### src/logic/stmr_consts.svh
// Register indices, field positions, reset values and counts of the 16-bit timer
`ifndef STMR_CONSTS_SVH
`define STMR_CONSTS_SVH

// Register indices; the byte address is four times the index
`define STMR_IDX_INTCTL     8'h0b
`define STMR_IDX_IRQFLG     8'h0c
`define STMR_IDX_CNTLO      8'h0e
`define STMR_IDX_CNTHI      8'h0f
`define STMR_IDX_CTRL       8'h10
`define STMR_IDX_IRQEN      8'h8c

// Bus widths
`define STMR_ADDR_W         10
`define STMR_DATA_W         32

// Field positions
`define STMR_BIT_OVF        0
`define STMR_BIT_PERIPH     6
`define STMR_BIT_GLOBAL     7
`define STMR_BIT_OSCEN      3

// Reset values and masks
`define STMR_CTRL_RST       8'h00
`define STMR_CTRL_MASK      8'h3f
`define STMR_IRQ_RST        8'h00
`define STMR_INTCTL_RST     8'h00
`define STMR_INTCTL_KEEP    8'h01
`define STMR_RDATA_RST      32'h0000_0000

// Compare mode that issues the clearing trigger
`define STMR_TRIG_MODE      4'hb

// Counts
`define STMR_INSTR_DIV_LAST 2'h3
`define STMR_CNT_MAX        16'hffff
`define STMR_CNT_ZERO       16'h0000
`define STMR_PRESC_FULL     3'h7

`endif

### src/logic/stmr_pkg.sv
// Types shared by the 16-bit timer modules
package stmr_pkg;

    typedef struct packed {
        logic [1:0] unused;
        logic [1:0] prescale_select;
        logic       sec_osc_enable;
        logic       ext_sync_disable;
        logic       clock_source_select;
        logic       timer_run_bit;
    } stmr_ctrl_s;

    typedef struct packed {
        logic [3:0] compare_mode_field;
        logic       event_pulse;
    } stmr_cmp_s;

    typedef enum logic [1:0] {
        BUS_IDLE = 2'b01,
        BUS_ACK  = 2'b10
    } stmr_bus_e;

endpackage

### src/logic/stmr_rise_detect.sv
// Rising edge detector for the external count input
`timescale 1ns/1ps
module stmr_rise_detect (
    input  wire logic ref_clk_i,
    input  wire logic rst_i,
    input  wire logic level_i,
    output logic      rise_o
);
    logic prev_r;

    always_ff @(posedge ref_clk_i or posedge rst_i) begin
        if (rst_i) begin
            prev_r <= 1'b0;
        end else begin
            prev_r <= level_i;
        end
    end

    assign rise_o = level_i & ~prev_r;

endmodule

### src/logic/stmr_prescaler.sv
// Selectable 1:1 to 1:8 prescaler with clear
`timescale 1ns/1ps
`include "stmr_consts.svh"
module stmr_prescaler (
    input  wire logic       ref_clk_i,
    input  wire logic       rst_i,
    input  wire logic       clear_i,
    input  wire logic       tick_i,
    input  wire logic [1:0] select_i,
    output logic            tick_o
);
    logic [2:0] count_r;
    logic [2:0] count_nxt;
    wire  [2:0] mask_w = {select_i == 2'b11, select_i[1], |select_i};
    wire        last_w = (count_r & mask_w) == mask_w;

    assign tick_o    = tick_i & last_w;
    assign count_nxt = clear_i ? 3'h0 : (tick_i ? count_r + 3'h1 : count_r);

    always_ff @(posedge ref_clk_i or posedge rst_i) begin
        if (rst_i) begin
            count_r <= 3'h0;
        end else begin
            count_r <= count_nxt;
        end
    end
endmodule

### src/logic/stmr_timer.sv
// 16-bit timer/counter with prescaler, trigger clear and Avalon-MM registers
`timescale 1ns/1ps
`include "stmr_consts.svh"

// Notes on behaviour
// - Oscillator enable follows control bit three
// - Oscillator keeps running during halt
// - Mode 1011 trigger clears the count
// - Trigger clear never sets overflow flag
// - Count write beats simultaneous trigger
// - Compare pair sets the counting period
// - Count bytes survive every reset
// - Control clears on power-on only
// - Count byte write clears prescaler
// - Prescale field divides 1,2,4,8
// - Source bit picks instruction or external
// - Unsynchronised mode counts during halt
// - Synchronised mode holds count during halt
module stmr_timer
    import stmr_pkg::*;
(
    input  wire logic                     ref_clk_i,
    input  wire logic                     rst_i,
    input  wire logic                     other_reset_i,
    input  wire logic                     sleep_i,
    input  wire logic                     ext_clk_i,
    input  wire logic                     osc_input_pin_i,
    input  wire stmr_cmp_s                compare_unit_a_i,
    input  wire stmr_cmp_s                compare_unit_b_i,
    input  wire logic [`STMR_ADDR_W-1:0]  avs_address_i,
    input  wire logic                     avs_read_i,
    input  wire logic                     avs_write_i,
    input  wire logic [`STMR_DATA_W-1:0]  avs_writedata_i,
    input  wire logic [3:0]               avs_byteenable_i,
    output logic      [`STMR_DATA_W-1:0]  avs_readdata_o,
    output logic                          avs_waitrequest_o,
    output logic                          sec_osc_enable_o,
    output logic      [15:0]              timer_count_o,
    output logic                          overflow_irq_o
);

    // Bus slave state
    stmr_bus_e                bus_state_r;
    stmr_bus_e                bus_nxt;
    logic [`STMR_DATA_W-1:0]  readdata_r;

    // Registers
    stmr_ctrl_s               ctrl_r;
    logic [7:0]               irq_flags_r;
    logic [7:0]               irq_flags_nxt;
    logic [7:0]               irq_en_r;
    logic [7:0]               intctl_r;
    logic [15:0]              count_r;
    logic [15:0]              count_nxt;
    logic [1:0]               div_r;
    logic                     sync_tick_r;
    logic                     irq_r;
    logic [1:0]               count_known_r;

    // Bus decode
    wire        req_w     = avs_read_i | avs_write_i;
    wire        acked_w   = bus_state_r == BUS_ACK;
    wire        wr_fire_w = avs_write_i & acked_w & avs_byteenable_i[0];
    wire        rd_take_w = avs_read_i & (bus_state_r == BUS_IDLE);
    wire [7:0]  idx_w     = avs_address_i[`STMR_ADDR_W-1:2];
    wire [7:0]  wdata_w   = avs_writedata_i[7:0];

    wire        sel_intctl_w = idx_w == `STMR_IDX_INTCTL;
    wire        sel_irqflg_w = idx_w == `STMR_IDX_IRQFLG;
    wire        sel_cntlo_w  = idx_w == `STMR_IDX_CNTLO;
    wire        sel_cnthi_w  = idx_w == `STMR_IDX_CNTHI;
    wire        sel_ctrl_w   = idx_w == `STMR_IDX_CTRL;
    wire        sel_irqen_w  = idx_w == `STMR_IDX_IRQEN;

    wire        wr_intctl_w = wr_fire_w & sel_intctl_w;
    wire        wr_irqflg_w = wr_fire_w & sel_irqflg_w;
    wire        wr_cntlo_w  = wr_fire_w & sel_cntlo_w;
    wire        wr_cnthi_w  = wr_fire_w & sel_cnthi_w;
    wire        wr_ctrl_w   = wr_fire_w & sel_ctrl_w;
    wire        wr_irqen_w  = wr_fire_w & sel_irqen_w;
    wire        count_write_w = wr_cntlo_w | wr_cnthi_w;

    // Unmapped reads return zero
    wire [7:0]  rd_mux_w = sel_intctl_w ? intctl_r :
                           sel_irqflg_w ? irq_flags_r :
                           sel_cntlo_w  ? count_r[7:0] :
                           sel_cnthi_w  ? count_r[15:8] :
                           sel_ctrl_w   ? (ctrl_r & `STMR_CTRL_MASK) :
                           sel_irqen_w  ? irq_en_r : 8'h00;

    // One wait state on every access
    assign avs_waitrequest_o = req_w & ~acked_w;
    assign avs_readdata_o    = readdata_r;

    always_comb begin
        case (bus_state_r)
            BUS_IDLE: begin
                bus_nxt = req_w ? BUS_ACK : BUS_IDLE;
            end
            BUS_ACK: begin
                bus_nxt = BUS_IDLE;
            end
            default: begin
                bus_nxt = BUS_IDLE;
            end
        endcase
    end

    always_ff @(posedge ref_clk_i or posedge rst_i) begin
        if (rst_i) begin
            bus_state_r <= BUS_IDLE;
            readdata_r  <= `STMR_RDATA_RST;
        end else begin
            bus_state_r <= bus_nxt;
            if (rd_take_w) begin
                readdata_r <= {24'h00_0000, rd_mux_w};
            end
        end
    end

    // Clock sources
    wire        run_w      = ctrl_r.timer_run_bit;
    wire        css_w      = ctrl_r.clock_source_select;
    wire        nosync_w   = ctrl_r.ext_sync_disable;
    // Main oscillator stops in halt, so the instruction tick does too
    wire        instr_tick_w = (div_r == `STMR_INSTR_DIV_LAST) & ~sleep_i;
    wire        ext_level_w  = ctrl_r.sec_osc_enable ? osc_input_pin_i : ext_clk_i;
    wire        ext_rise_w;
    wire        presc_in_w   = run_w & (css_w ? ext_rise_w : instr_tick_w);
    wire        presc_tick_w;

    stmr_rise_detect u_rise (
        .ref_clk_i (ref_clk_i),
        .rst_i     (rst_i),
        .level_i   (ext_level_w),
        .rise_o    (ext_rise_w)
    );

    stmr_prescaler u_presc (
        .ref_clk_i (ref_clk_i),
        .rst_i     (rst_i),
        .clear_i   (count_write_w | other_reset_i),
        .tick_i    (presc_in_w),
        .select_i  (ctrl_r.prescale_select),
        .tick_o    (presc_tick_w)
    );

    // Synchronised path adds one stage after the prescaler and stops in halt
    wire        sync_inc_w  = sync_tick_r & ~sleep_i;
    wire        ext_inc_w   = nosync_w ? presc_tick_w : sync_inc_w;
    wire        inc_w       = run_w & (css_w ? ext_inc_w : presc_tick_w);

    // Compare triggers; the compare match itself sets the period
    wire        trig_a_w = compare_unit_a_i.event_pulse &
                           (compare_unit_a_i.compare_mode_field == `STMR_TRIG_MODE);
    wire        trig_b_w = compare_unit_b_i.event_pulse &
                           (compare_unit_b_i.compare_mode_field == `STMR_TRIG_MODE);
    wire        trig_w   = trig_a_w | trig_b_w;
    wire        trig_clr_w = trig_w & ~count_write_w;

    wire [15:0] count_wr_w  = {wr_cnthi_w ? wdata_w : count_r[15:8],
                               wr_cntlo_w ? wdata_w : count_r[7:0]};
    wire [15:0] count_inc_w = count_r + 16'h0001;

    // Write beats trigger; trigger beats increment
    assign count_nxt = count_write_w ? count_wr_w :
                       trig_w        ? `STMR_CNT_ZERO :
                       inc_w         ? count_inc_w : count_r;

    // Rollover only by counting, never by a trigger clear
    wire        ovf_set_w = inc_w & ~count_write_w & ~trig_w & (count_r == `STMR_CNT_MAX);

    // Set wins over a software clear in the same cycle
    assign irq_flags_nxt = (wr_irqflg_w ? wdata_w : irq_flags_r) |
                           {7'h00, ovf_set_w};

    wire        irq_cond_w = irq_flags_r[`STMR_BIT_OVF] & irq_en_r[`STMR_BIT_OVF] &
                             intctl_r[`STMR_BIT_PERIPH] & intctl_r[`STMR_BIT_GLOBAL];

    // Count has no reset at all so it survives every reset
    always_ff @(posedge ref_clk_i) begin
        count_r <= count_nxt;
    end

    // Stability checks wait until both bytes were loaded; power-up leaves them unknown
    always_ff @(posedge ref_clk_i or posedge rst_i) begin
        if (rst_i) begin
            count_known_r <= 2'b00;
        end else begin
            count_known_r <= count_known_r | {wr_cnthi_w | trig_clr_w, wr_cntlo_w | trig_clr_w};
        end
    end

    // Control register sees only the power-on reset
    always_ff @(posedge ref_clk_i or posedge rst_i) begin
        if (rst_i) begin
            ctrl_r <= `STMR_CTRL_RST;
        end else if (wr_ctrl_w) begin
            ctrl_r <= wdata_w & `STMR_CTRL_MASK;
        end
    end

    always_ff @(posedge ref_clk_i or posedge rst_i) begin
        if (rst_i) begin
            irq_flags_r <= `STMR_IRQ_RST;
            irq_en_r    <= `STMR_IRQ_RST;
            intctl_r    <= `STMR_INTCTL_RST;
        end else if (other_reset_i) begin
            irq_flags_r <= `STMR_IRQ_RST;
            irq_en_r    <= `STMR_IRQ_RST;
            intctl_r    <= intctl_r & `STMR_INTCTL_KEEP;
        end else begin
            irq_flags_r <= irq_flags_nxt;
            if (wr_irqen_w) begin
                irq_en_r <= wdata_w;
            end
            if (wr_intctl_w) begin
                intctl_r <= wdata_w;
            end
        end
    end

    always_ff @(posedge ref_clk_i or posedge rst_i) begin
        if (rst_i) begin
            div_r       <= 2'h0;
            sync_tick_r <= 1'b0;
            irq_r       <= 1'b0;
        end else begin
            div_r       <= div_r + 2'h1;
            sync_tick_r <= presc_tick_w;
            irq_r       <= irq_cond_w;
        end
    end

    // Oscillator enable is not gated by halt
    assign sec_osc_enable_o = ctrl_r.sec_osc_enable;
    assign timer_count_o    = count_r;
    assign overflow_irq_o   = irq_r;
endmodule

### config.mk
export PLATFORM = sky130hd
export DESIGN_NAME = stmr_timer
export DESIGN_NICKNAME = d
export VERILOG_FILES = /design/src/logic/stmr_pkg.sv /design/src/logic/stmr_rise_detect.sv /design/src/logic/stmr_prescaler.sv /design/src/logic/stmr_timer.sv
export VERILOG_INCLUDE_DIRS = /design/src /design/src/logic
export SDC_FILE = /design/constraint.sdc
export NUM_CORES = 1
export LEC_CHECK = 0
export BUFFER_PORTS_ARGS = -buffer_cell sky130_fd_sc_hd__buf_2
export CORE_MARGIN = 3
export CORE_UTILIZATION = 55
export DETAILED_ROUTE_END_ITERATION = 8
export GPL_ROUTABILITY_DRIVEN = 1
export MAX_ROUTING_LAYER = met4
export PLACE_DENSITY = 0.85
export SLEW_MARGIN = 15
export SYNTH_ARGS = -nofsm -noshare
export SYNTH_HDL_FRONTEND = slang
export SYNTH_SLANG_ARGS = --single-unit
### constraint.sdc
create_clock -name ref_clk_i -period 3.49 [get_ports ref_clk_i]
set_clock_uncertainty 0.05 [all_clocks]
set_input_delay 0.5235 -clock ref_clk_i [delete_from_list [all_inputs] [get_ports ref_clk_i]]
set_output_delay 0.5235 -clock ref_clk_i [all_outputs]
set_load 0.02 [all_outputs]
* After elaboration in Yosys (flattened, before gate mapping)
Cells that the tools add are included.
Cells by class: $lt $le $gt $ge 0, multipliers 0, bitwise logic cells 36, equality and inequality tests 16, shift operators 0, reductions and logical operators 8, multiplexer cells 25, div/mod/pow operators 0, add/sub/neg operators 3
Operators with widths (number):
- $mux 8 | 14
- $mux 16 | 3
- $eq 8x4->1 const B | 4
- $and 1x1->1 | 24
- $add 16x1->16 const B | 1
- $eq 16x16->1 const B | 1
- $eq 4x4->1 const B | 2
- $eq 8x5->1 const B | 1
- $eq 8x8->1 const B | 1
- $or 8x1->8 | 1
- $eq 2x2->1 const B | 3
- $mux 3 | 2
- $not 1->1 | 6
- $reduce_and 2->1 | 3
- $reduce_bool 2->1 | 3
- $mux 1 | 4
- $mux 2 | 2
- $ne 2x2->1 const B | 2
- $or 1x1->1 | 4
- $add 3x1->3 const B | 1
- $and 3x3->3 | 1
- $eq 3x3->1 | 1
- $reduce_bool 3->1 | 1
- $add 2x1->2 const B | 1
- 2 further kinds | 2
Word-level totals: bits of input ports 64, memories 0, output and inout port bits 51, bits in read-only memories 0, bits in latches 0, memory bits (writable) 0, register bits after elaboration 64, word-level logic and storage cells 106

* Longest topological paths before layout
Gate-level depths: netlist of run 1.
depth in word-level cells 13, depth in mapped cells 7, mapped depth without buffers 5

* By module
Synthesis of run 1 repeated with hierarchy kept, for this count alone.
Second synthesis, totals: cell total of the unflattened synthesis 362, area, all modules 3644.7 um^2
Modules (own cells, without submodules):
- stmr_timer | area each 3434.5 um^2, seq. area each 1582.8 um^2, instances 1, cells each 342
- stmr_prescaler | area each 167.7 um^2, seq. area each 75.1 um^2, instances 1, cells each 17
- stmr_rise_detect | area each 42.5 um^2, seq. area each 25.0 um^2, instances 1, cells each 3

* Worst setup path before layout of run 1
OpenSTA, ideal clock, no wires.
path type input to register, start point input avs_address_i[9], end point register count_r[0], in the netlist timer_count_o[0], enable pin, library setup time 0.377 ns, cell stages on the path 5, setup slack 1.349 ns, buffers on the path 1, required time 3.063 ns, data arrival time 1.714 ns, path through buf_6 > nor3_2 > nand4_1 > and2_1 > a22oi_1
On the way: cells in the longest elaborated chain, start to end 5, elaborated cells between the ends (all ways) 8, classes of those cells eq/ne (3); bitwise (3); reduce/logical (2)
Ends and longest elaborated chain:
- start: declaration | RTL line stmr_timer.sv:30 | input wire logic [`STMR_ADDR_W-1:0] avs_address_i,
- $eq 8x4->1 (no source line)
- $and 1x1->1, on equally long branches | RTL line stmr_timer.sv:77, stmr_timer.sv:78
- $or 1x1->1 | RTL line stmr_timer.sv:81 | wire count_write_w = wr_cntlo_w | wr_cnthi_w;
- $ne 2x2->1 (no source line) / $reduce_bool 3->1 (equally long branches)
- $reduce_and 2->1 (no source line) (*)
- end signal: assignment | RTL line stmr_timer.sv:182 | count_r <= count_nxt;
- end: declaration | RTL line stmr_timer.sv:53 | logic [15:0] count_r;
Every way passes the cells marked *; elsewhere a longest branch is shown, timed or not. A chain may end at the register's enable or synchronous reset.

* Worst setup path in the final report of run 1
start point register bus_state_r[0], end point register count_r[6], in the netlist timer_count_o[6], enable pin
On the way: cells in the longest elaborated chain, start to end 7, elaborated cells between the ends (all ways) 9, classes of those cells eq/ne (2); bitwise (5); reduce/logical (2)
Ends and longest elaborated chain:
- start: declaration | RTL line stmr_timer.sv:43 | stmr_bus_e bus_state_r;
- start signal: assignment | RTL line stmr_timer.sv:114 | bus_state_r <= bus_nxt;
- $eq 2x2->1 (*) | RTL line stmr_timer.sv:62 | wire acked_w = bus_state_r == BUS_ACK;
- $and 1x1->1 (*) (2 in a row) | RTL line stmr_timer.sv:63 | wire wr_fire_w = avs_write_i & acked_w & avs_byteenable_i[0];
- $and 1x1->1, on equally long branches | RTL line stmr_timer.sv:77, stmr_timer.sv:78
- $or 1x1->1 | RTL line stmr_timer.sv:81
- $ne 2x2->1 (no source line) / $reduce_bool 3->1 (equally long branches)
- $reduce_and 2->1 (no source line) (*)
Marks and branches as above.

==> metrics, run 1 <==
horizontal die dimension=88.7 µm; overall power consumption=1.97 mW; synthesized area per cell=10.3 µm²; ant diodes=0; slowest stage delay, CP=0.49 ns; ratio of final minimum period to clock period=60.7%; total global routing overflow=0; # hold bufs at CTS=0; Total Neg Setup Slack=0 ns; number of ports placed on the die boundary=115; EDFF count, synth=16; RD Place Congestion=0.886; wire length of the first global-routing pass=13700 µm; start-to-end type of the worst setup path=reg -> reg; worst reg-to-reg setup slack=1.37 ns; post-detail-place hpwl=6170 µm; max_cap viols=0; depth of the CTS H-tree=3; transition at the pin with the smallest max-transition slack=0.982 ns; final count of negative-setup-slack endpoints=0; cell breakdown of the critical path=and4b_1 -> nand4_1 -> and2_1 -> a22oi_1 -> buf_4; count of input and output buffers=61; Pwr Density=470 nW/µm²; LEAKAGE=1.99 nW; GRT busiest layer=met2; result of the run=complete, no violations; crit start category=register; top library cells by usage in the layout, fill and taps aside=sky130_fd_sc_hd__buf_2, sky130_fd_sc_hd__dfrtp_1, sky130_fd_sc_hd__nor2_1, sky130_fd_sc_hd__conb_1, sky130_fd_sc_hd__mux2i_1; number of buffers created by CTS=9; class of the worst hold path=in -> async; Core Region=6490 µm²; largest net degree at the start of global routing=49; worst-path maximum fanout=8; synthesis-stage register bit count=64; Initial Util=58.0%; Crit Reg-Reg Startpoint=bus_state_r[0]; Worst-path clk slew=0.07 ns; crit end category=register; post-synthesis cell type count=56; number of nets at the end of the flow=487; CTS tree=built; Resized cells post-CTS=0; synthesized instance count=366; number of design-rule violations left by the first detailed-router iteration=326; Synth Cell Area=3760 µm²; # Post-CTS Setup Buffers=0; area added between synthesis and finish=11.2%; worst reg2reg endpoint=timer_count_o[6]; Clock Latency Late Sink=0.35 ns; number of antenna violations at the first check in global routing=0; final count of hold timing violations=0; post-detailed-route count of antenna-violating nets=0; Critical Path Slowest Stage Cell=sky130_fd_sc_hd__and4b_1; vias in the first global route=2801; async set or reset register ratio after synthesis=75.0%; routed wire length per instance=17.0 µm; critical path data required time=3.49 ns; Vias=2993; number of placement rows=29; Yosys warnings=0; maximum clock frequency=0.472 GHz; CP bufs+invs=1; global routing met1 resource utilization=32.1%; via/cell ratio=5.96; relative slew slack=34.5%; Detailed Route WL=8540 µm; global-route met2 utilization=36.0%; IR drop worst, VDD=439 µV; arrival time at the worst endpoint=2.11 ns; ratio of cells with drive above 1 in the final layout=24.2%; most common library cell in the layout ignoring fill and taps=sky130_fd_sc_hd__buf_2; CTS root buf=sky130_fd_sc_hd__clkbuf_8; DR pass1 iterations=5; Die Area=7870 µm²; # DRC=0; register area share after synthesis=44.7%; Tmin final=2.12 ns; number of sinks driven by the clock tree=64; overall global routing resource usage=23.8%; number of filler instances in the final layout=513; CP top delay family=simple AND/OR/NAND/NOR gates; unrepaired setup endpoints after global routing=no; Main synth FF type=sky130_fd_sc_hd__dfrtp_1; number of pins exceeding their max-slew limit in the final report=0; number of cells on the worst reg-to-reg path=5; Max clock buf depth=2; grt met3 use=4.93%; Chip Height=88.7 µm
worst register-to-register path, delay by kind of cell, from the launching register on:
family | cells | cell delay (ns)
DFF | 1 | 0.37
AOI/OAI and AO/OA | 1 | 0.15
buffers and inverters | 1 | 0.22
and+or+nand+nor | 3 | 1.03
cell usage after synthesis, types with 4 or more instances:
library cell / number / area (µm²)
sky130_fd_sc_hd__a21o_1: 6 / 45.0
sky130_fd_sc_hd__a21oi_1: 14 / 70.1
sky130_fd_sc_hd__a221oi_1: 6 / 52.6
sky130_fd_sc_hd__and4_1: 5 / 43.8
sky130_fd_sc_hd__buf_2: 4 / 20.0
sky130_fd_sc_hd__buf_4: 26 / 195
sky130_fd_sc_hd__buf_6: 4 / 45.0
sky130_fd_sc_hd__clkbuf_1: 8 / 30.0
sky130_fd_sc_hd__dfrtp_1: 47 / 1180
sky130_fd_sc_hd__edfxtp_1: 16 / 480
sky130_fd_sc_hd__inv_1: 12 / 45.0
sky130_fd_sc_hd__mux2_2: 7 / 78.8
sky130_fd_sc_hd__mux2_4: 6 / 90.1
sky130_fd_sc_hd__mux2i_1: 23 / 230
sky130_fd_sc_hd__nand2_1: 19 / 71.3
sky130_fd_sc_hd__nand2b_1: 9 / 56.3
sky130_fd_sc_hd__nand3_1: 8 / 40.0
sky130_fd_sc_hd__nand4_1: 10 / 62.6
sky130_fd_sc_hd__nor2_1: 29 / 109
sky130_fd_sc_hd__nor3_1: 6 / 30.0
sky130_fd_sc_hd__nor4_1: 4 / 25.0
sky130_fd_sc_hd__o211ai_1: 4 / 30.0
sky130_fd_sc_hd__o21ai_0: 21 / 105
sky130_fd_sc_hd__o31ai_1: 6 / 45.0
sky130_fd_sc_hd__xnor2_1: 9 / 78.8
sky130_fd_sc_hd__xor2_1: 4 / 35.0
worst max path at each step:
stage	start	end	slack (ns)	cells after the start
2_1_floorplan	avs_address_i[9]	timer_count_o[0]	1.35	5
3_3_place_gp	avs_address_i[9]	sec_osc_enable_o	1.10	6
3_5_place_dp	avs_address_i[9]	ctrl_r[5]	1.10	6
4_1_cts	bus_state_r[0]	timer_count_o[6]	1.40	5
5_1_grt	bus_state_r[0]	timer_count_o[10]	1.26	4
6_report	bus_state_r[0]	timer_count_o[6]	1.37	5
layer usage:
metal  wire length [µm]  part of all wire (%)
met4                161                   1.9
met2               4010                    47
met3                620                   7.3
met1               3740                    44
met5                  0                     0
kinds of logic after synthesis:
group                    after synthesis  synth area share (%)
AND/OR/NAND/NOR                      119                  18.7
AO/OA/AOI/OAI                         74                  12.8
flip-flops                            64                  44.7
buffers and inverters                 56                  9.14
multiplexers                          36                  10.6
XOR/XNOR                              13                  3.02
adder cells (fa/ha/maj)                3                 0.997
other                                  1                0.0996
per-stage QoR:
step	cells	cell area, µm²	setup slack (ns)	utilization, %	hold slack, ns
final	502	4190	1.37	64.4	0.356
after global routing	502	4190	1.26	64.4	0.387
after CTS	502	4190	1.40	64.4	0.379
after detailed placement	486	3980	1.10	61.2	0.370
after global placement	486	3980	1.10	61.2	0.361
after floorplan	389	3850	1.35	-	0.351
report_power, final:
group          internal [mW]  switching (mW)  total (mW)
sequential             0.837          0.0467       0.884
combinational          0.149           0.264       0.413
clock                  0.393           0.276       0.669
flip-flops by register name, indices dropped and copies added, names as in the netlist:
name              cells
timer_count_o        16
avs_readdata_o        8
intctl_r              8
irq_en_r              8
irq_flags_r           8
u_presc.count_r       3
bus_state_r           2
ctrl_r                2
div_r                 2
css_w                 1
nosync_w              1
overflow_irq_o        1
run_w                 1
sec_osc_enable_o      1
sync_tick_r           1
u_rise.prev_r         1
area by class of cell:
type,instances,area [µm²],area share (%)
tap,77,96.3,2.30
timing repair buffer,64,328,7.83
multi-input combinational,269,1820,43.6
clock inverter,2,35.0,0.837
sequential,64,1680,40.2
clock buffer,14,174,4.16
inverter,12,45.0,1.08
(Power assumes the default switching activity.)
==> inputs of run 2 (changes only) <==
- CORE_UTILIZATION: 55 -> 47
- PLACE_DENSITY: 0.85 -> 0.77
- clock period: 3.49 -> 1.7 ns (I/O delays scaled with it)
==> run 2 against run 1 <==
Against the previous run:
- the run now ends with negative setup slack left
- final area increased by 19%
- routed wire length increased by 21%
- power grew 100%
- worst setup slack worse by 1.5 ns
- global-route usage decreased by 0.49 points
- register-to-register slack got worse by 1.5 ns
- largest power group unchanged
- highest routed layer unchanged
==> metrics, run 2 (same netlist as run 1, synthesis figures left out) <==
Setup WS post-layout=-0.147 ns (-1.52 ns); final count of negative-setup-slack endpoints=39 (+39); wire length of the first global-routing pass=15800 µm (+15%); CTS tree=built; Initial Util=48.5% (-9.5 points); number of buffers created by CTS=9 (unchanged); slowest stage delay, CP=0.42 ns (-0.07 ns); post-detailed-route count of antenna-violating nets=0 (unchanged); Clock Latency Late Sink=0.35 ns (about the same); RD Place Congestion=0.900 (+1.6%); Detailed Route WL=10300 µm (+21%); # DRC=0 (unchanged); WHS Path Cells=3; CP bufs+invs=2 (+1); result of the run=finished, violations left; number of ports placed on the die boundary=115 (unchanged); total global routing overflow=0 (unchanged); start-to-end type of the worst setup path=reg -> reg; depth of the CTS H-tree=3 (unchanged); Max clock buf depth=2 (unchanged); Tmin final=1.85 ns (-0.271 ns); via/cell ratio=5.64 (-5.4%); count of input and output buffers=61 (unchanged); number of design-rule violations left by the first detailed-router iteration=292 (-10%); number of cells on the worst reg-to-reg path=6 (+1); top library cells by usage in the layout, fill and taps aside=sky130_fd_sc_hd__buf_2, sky130_fd_sc_hd__buf_4, sky130_fd_sc_hd__dfrtp_1, sky130_fd_sc_hd__nor2_1, sky130_fd_sc_hd__conb_1; Sw Share=32.7% (+2.8 points); Net Switching=1.29 mW (+120%); DR pass1 iterations=5 (unchanged); final count of hold timing violations=0 (unchanged); crit end category=register; post-detail-place hpwl=7350 µm (+19%); maximum clock frequency=0.541 GHz (+15%); critical path data required time=1.77 ns (-1.72 ns); sequential group share of total power=45.4% (+0.4 points); sequential cell area=1680 µm² (about the same); max_cap viols=0 (unchanged); arrival time at the worst endpoint=1.92 ns (-0.19 ns); worst reg2reg endpoint=timer_count_o[3]; multi-input logic area=1970 µm² (+8.1%); CP top delay family=compound AO/OA/AOI/OAI gates; number of filler instances in the final layout=587 (+14%); violations in the final reports=negative setup slack; number of pins exceeding their max-slew limit in the final report=0 (unchanged); beginning of the worst hold path=avs_writedata_i[0]; ratio of final minimum period to clock period=109% (+48 points); largest net degree at the start of global routing=23 (-53%); LEAKAGE=2.40 nW (+21%); area added between synthesis and finish=31.8%; overall global routing resource usage=23.4% (-0.49 points); Clk network pwr share=28.3% (-5.7 points); worst-path maximum fanout=4 (-4); combinational fraction of design power=26.3% (+5.3 points); number of flip-flops in the largest register=16 (unchanged); number of antenna violations at the first check in global routing=0 (unchanged); Worst-path clk slew=0.07 ns (about the same); ant diodes=0 (unchanged); number of sinks driven by the clock tree=64 (unchanged); Crit Reg-Reg Startpoint=sec_osc_enable_o; overall power consumption=3.96 mW (+100%); post-route non-filler standard cell count=595 (+19%); crit start category=register; cell breakdown of the critical path=mux2_4 -> a32o_2 -> a32oi_2 -> buf_4 -> a22oi_2 -> buf_6; horizontal die dimension=95.5 µm (+7.6%); Die Area=9120 µm² (+16%); number of placement rows=32 (+10%); CTS root buf=sky130_fd_sc_hd__clkbuf_8; Pwr Density=798 nW/µm² (+70%); worst hold slack=0.181 ns (-0.175 ns); Pint=2.67 mW (+93%); ratio of cells with drive above 1 in the final layout=42.0% (+18 points); IR drop worst, VDD=583 µV (+33%); Core Region=7770 µm² (+20%); cell total after placement=566 (+16%); unrepaired setup endpoints after global routing=yes; worst reg-to-reg setup slack=-0.15 ns (-1.52 ns); Critical Path Slowest Stage Cell=sky130_fd_sc_hd__dfrtp_2; class of the worst hold path=in -> reg; vias in the first global route=3300 (+18%); number of nets at the end of the flow=555 (+14%); Vias=3357 (+12%); most common library cell in the layout ignoring fill and taps=sky130_fd_sc_hd__buf_2; Chip Height=95.5 µm (+7.6%); routed wire length per instance=17.4 µm (+2.1%); Endpoint, Worst Hold=run_w
-- run 2: cell types whose count changed in the layout (fill, tap and decap cells not counted), moves of 3 or more --
cell	change
sky130_fd_sc_hd__and4_1	-3
sky130_fd_sc_hd__nand2_1	-7
sky130_fd_sc_hd__nand2_4	+3
sky130_fd_sc_hd__o21ai_2	+12
sky130_fd_sc_hd__clkinv_2	+3
sky130_fd_sc_hd__buf_12	+6
sky130_fd_sc_hd__buf_4	+50
sky130_fd_sc_hd__o21ai_0	-16
sky130_fd_sc_hd__o21ai_1	+4
sky130_fd_sc_hd__and4_4	+3
sky130_fd_sc_hd__buf_6	+10
sky130_fd_sc_hd__nand2_2	+4
-- run 2: worst register-to-register path, stage by stage, from the launching register on --
cell                      delay, ns
sky130_fd_sc_hd__dfrtp_2       0.42
sky130_fd_sc_hd__mux2_4        0.31
sky130_fd_sc_hd__a32o_2        0.27
sky130_fd_sc_hd__a32oi_2       0.16
sky130_fd_sc_hd__buf_4         0.17
sky130_fd_sc_hd__a22oi_2       0.09
sky130_fd_sc_hd__buf_6         0.15
-- run 2: final cells by class --
type | instances | share of cell area [%]
clock buffer | 10 | 2.57
multi-input combinational | 269 | 39.7
inverter | 12 | 0.907
tap | 102 | 2.57
timing repair buffer | 132 | 19.6
clock inverter | 6 | 0.731
sequential | 64 | 33.9
-- run 2: how the worst max path moves through the flow --
stage / start / endpoint / cells past startpoint / slack, ns
after floorplan: bus_state_r[0] / timer_count_o[0] / 5 / -0.18
after global placement: sec_osc_enable_o / timer_count_o[5] / 5 / -0.25
after detailed placement: sec_osc_enable_o / timer_count_o[0] / 5 / -0.31
after CTS: sec_osc_enable_o / timer_count_o[3] / 6 / -0.12
after global routing: bus_state_r[0] / timer_count_o[3] / 6 / -0.21
final: sec_osc_enable_o / timer_count_o[3] / 6 / -0.15
-- run 2: stage by stage --
step	setup TNS (ns)	instance area, µm²	util, %	worst slack, ns
global route	-4.79	4960	63.9	-0.211
finish	-2.70	4960	63.9	-0.147
floorplan	-1.97	3920	-	-0.177
detailed placement	-4.54	4530	58.4	-0.310
CTS	-1.60	4770	61.4	-0.116
global placement	-3.53	4530	58.4	-0.249
-- run 2: routing by layer --
metal	part of all wire, %	global-route usage, %	vias to the layer above	wire length [µm]
met2	49	37.6	170	5020
met5	0	-	-	0
met3	7.6	3.95	42	786
met1	40	28.4	1613	4100
met4	4.1	11.8	0	422
li1	-	-	1532	-
-- run 2: timing repair --
item / in CTS / in global routing
gates resized for setup: 7 / 50
endpoints found under the hold margin: 19 / 0
hold buffers: 1 / 0
buffers inserted: 6 / 6
endpoints found under the setup margin: 25 / 44
gates cloned: 0 / 1
pin swaps: 4 / 14
-- run 2: power by group through the flow --
stage          registers [mW]  clock network (mW)  logic (mW)
2_1_floorplan            1.95                   0       0.509
3_3_place_gp             1.82                   0       0.968
3_5_place_dp             1.83                   0       0.997
4_1_cts                  1.80                1.13        1.02
5_1_grt                  1.81                1.20        1.13
6_report                 1.80                1.12        1.04
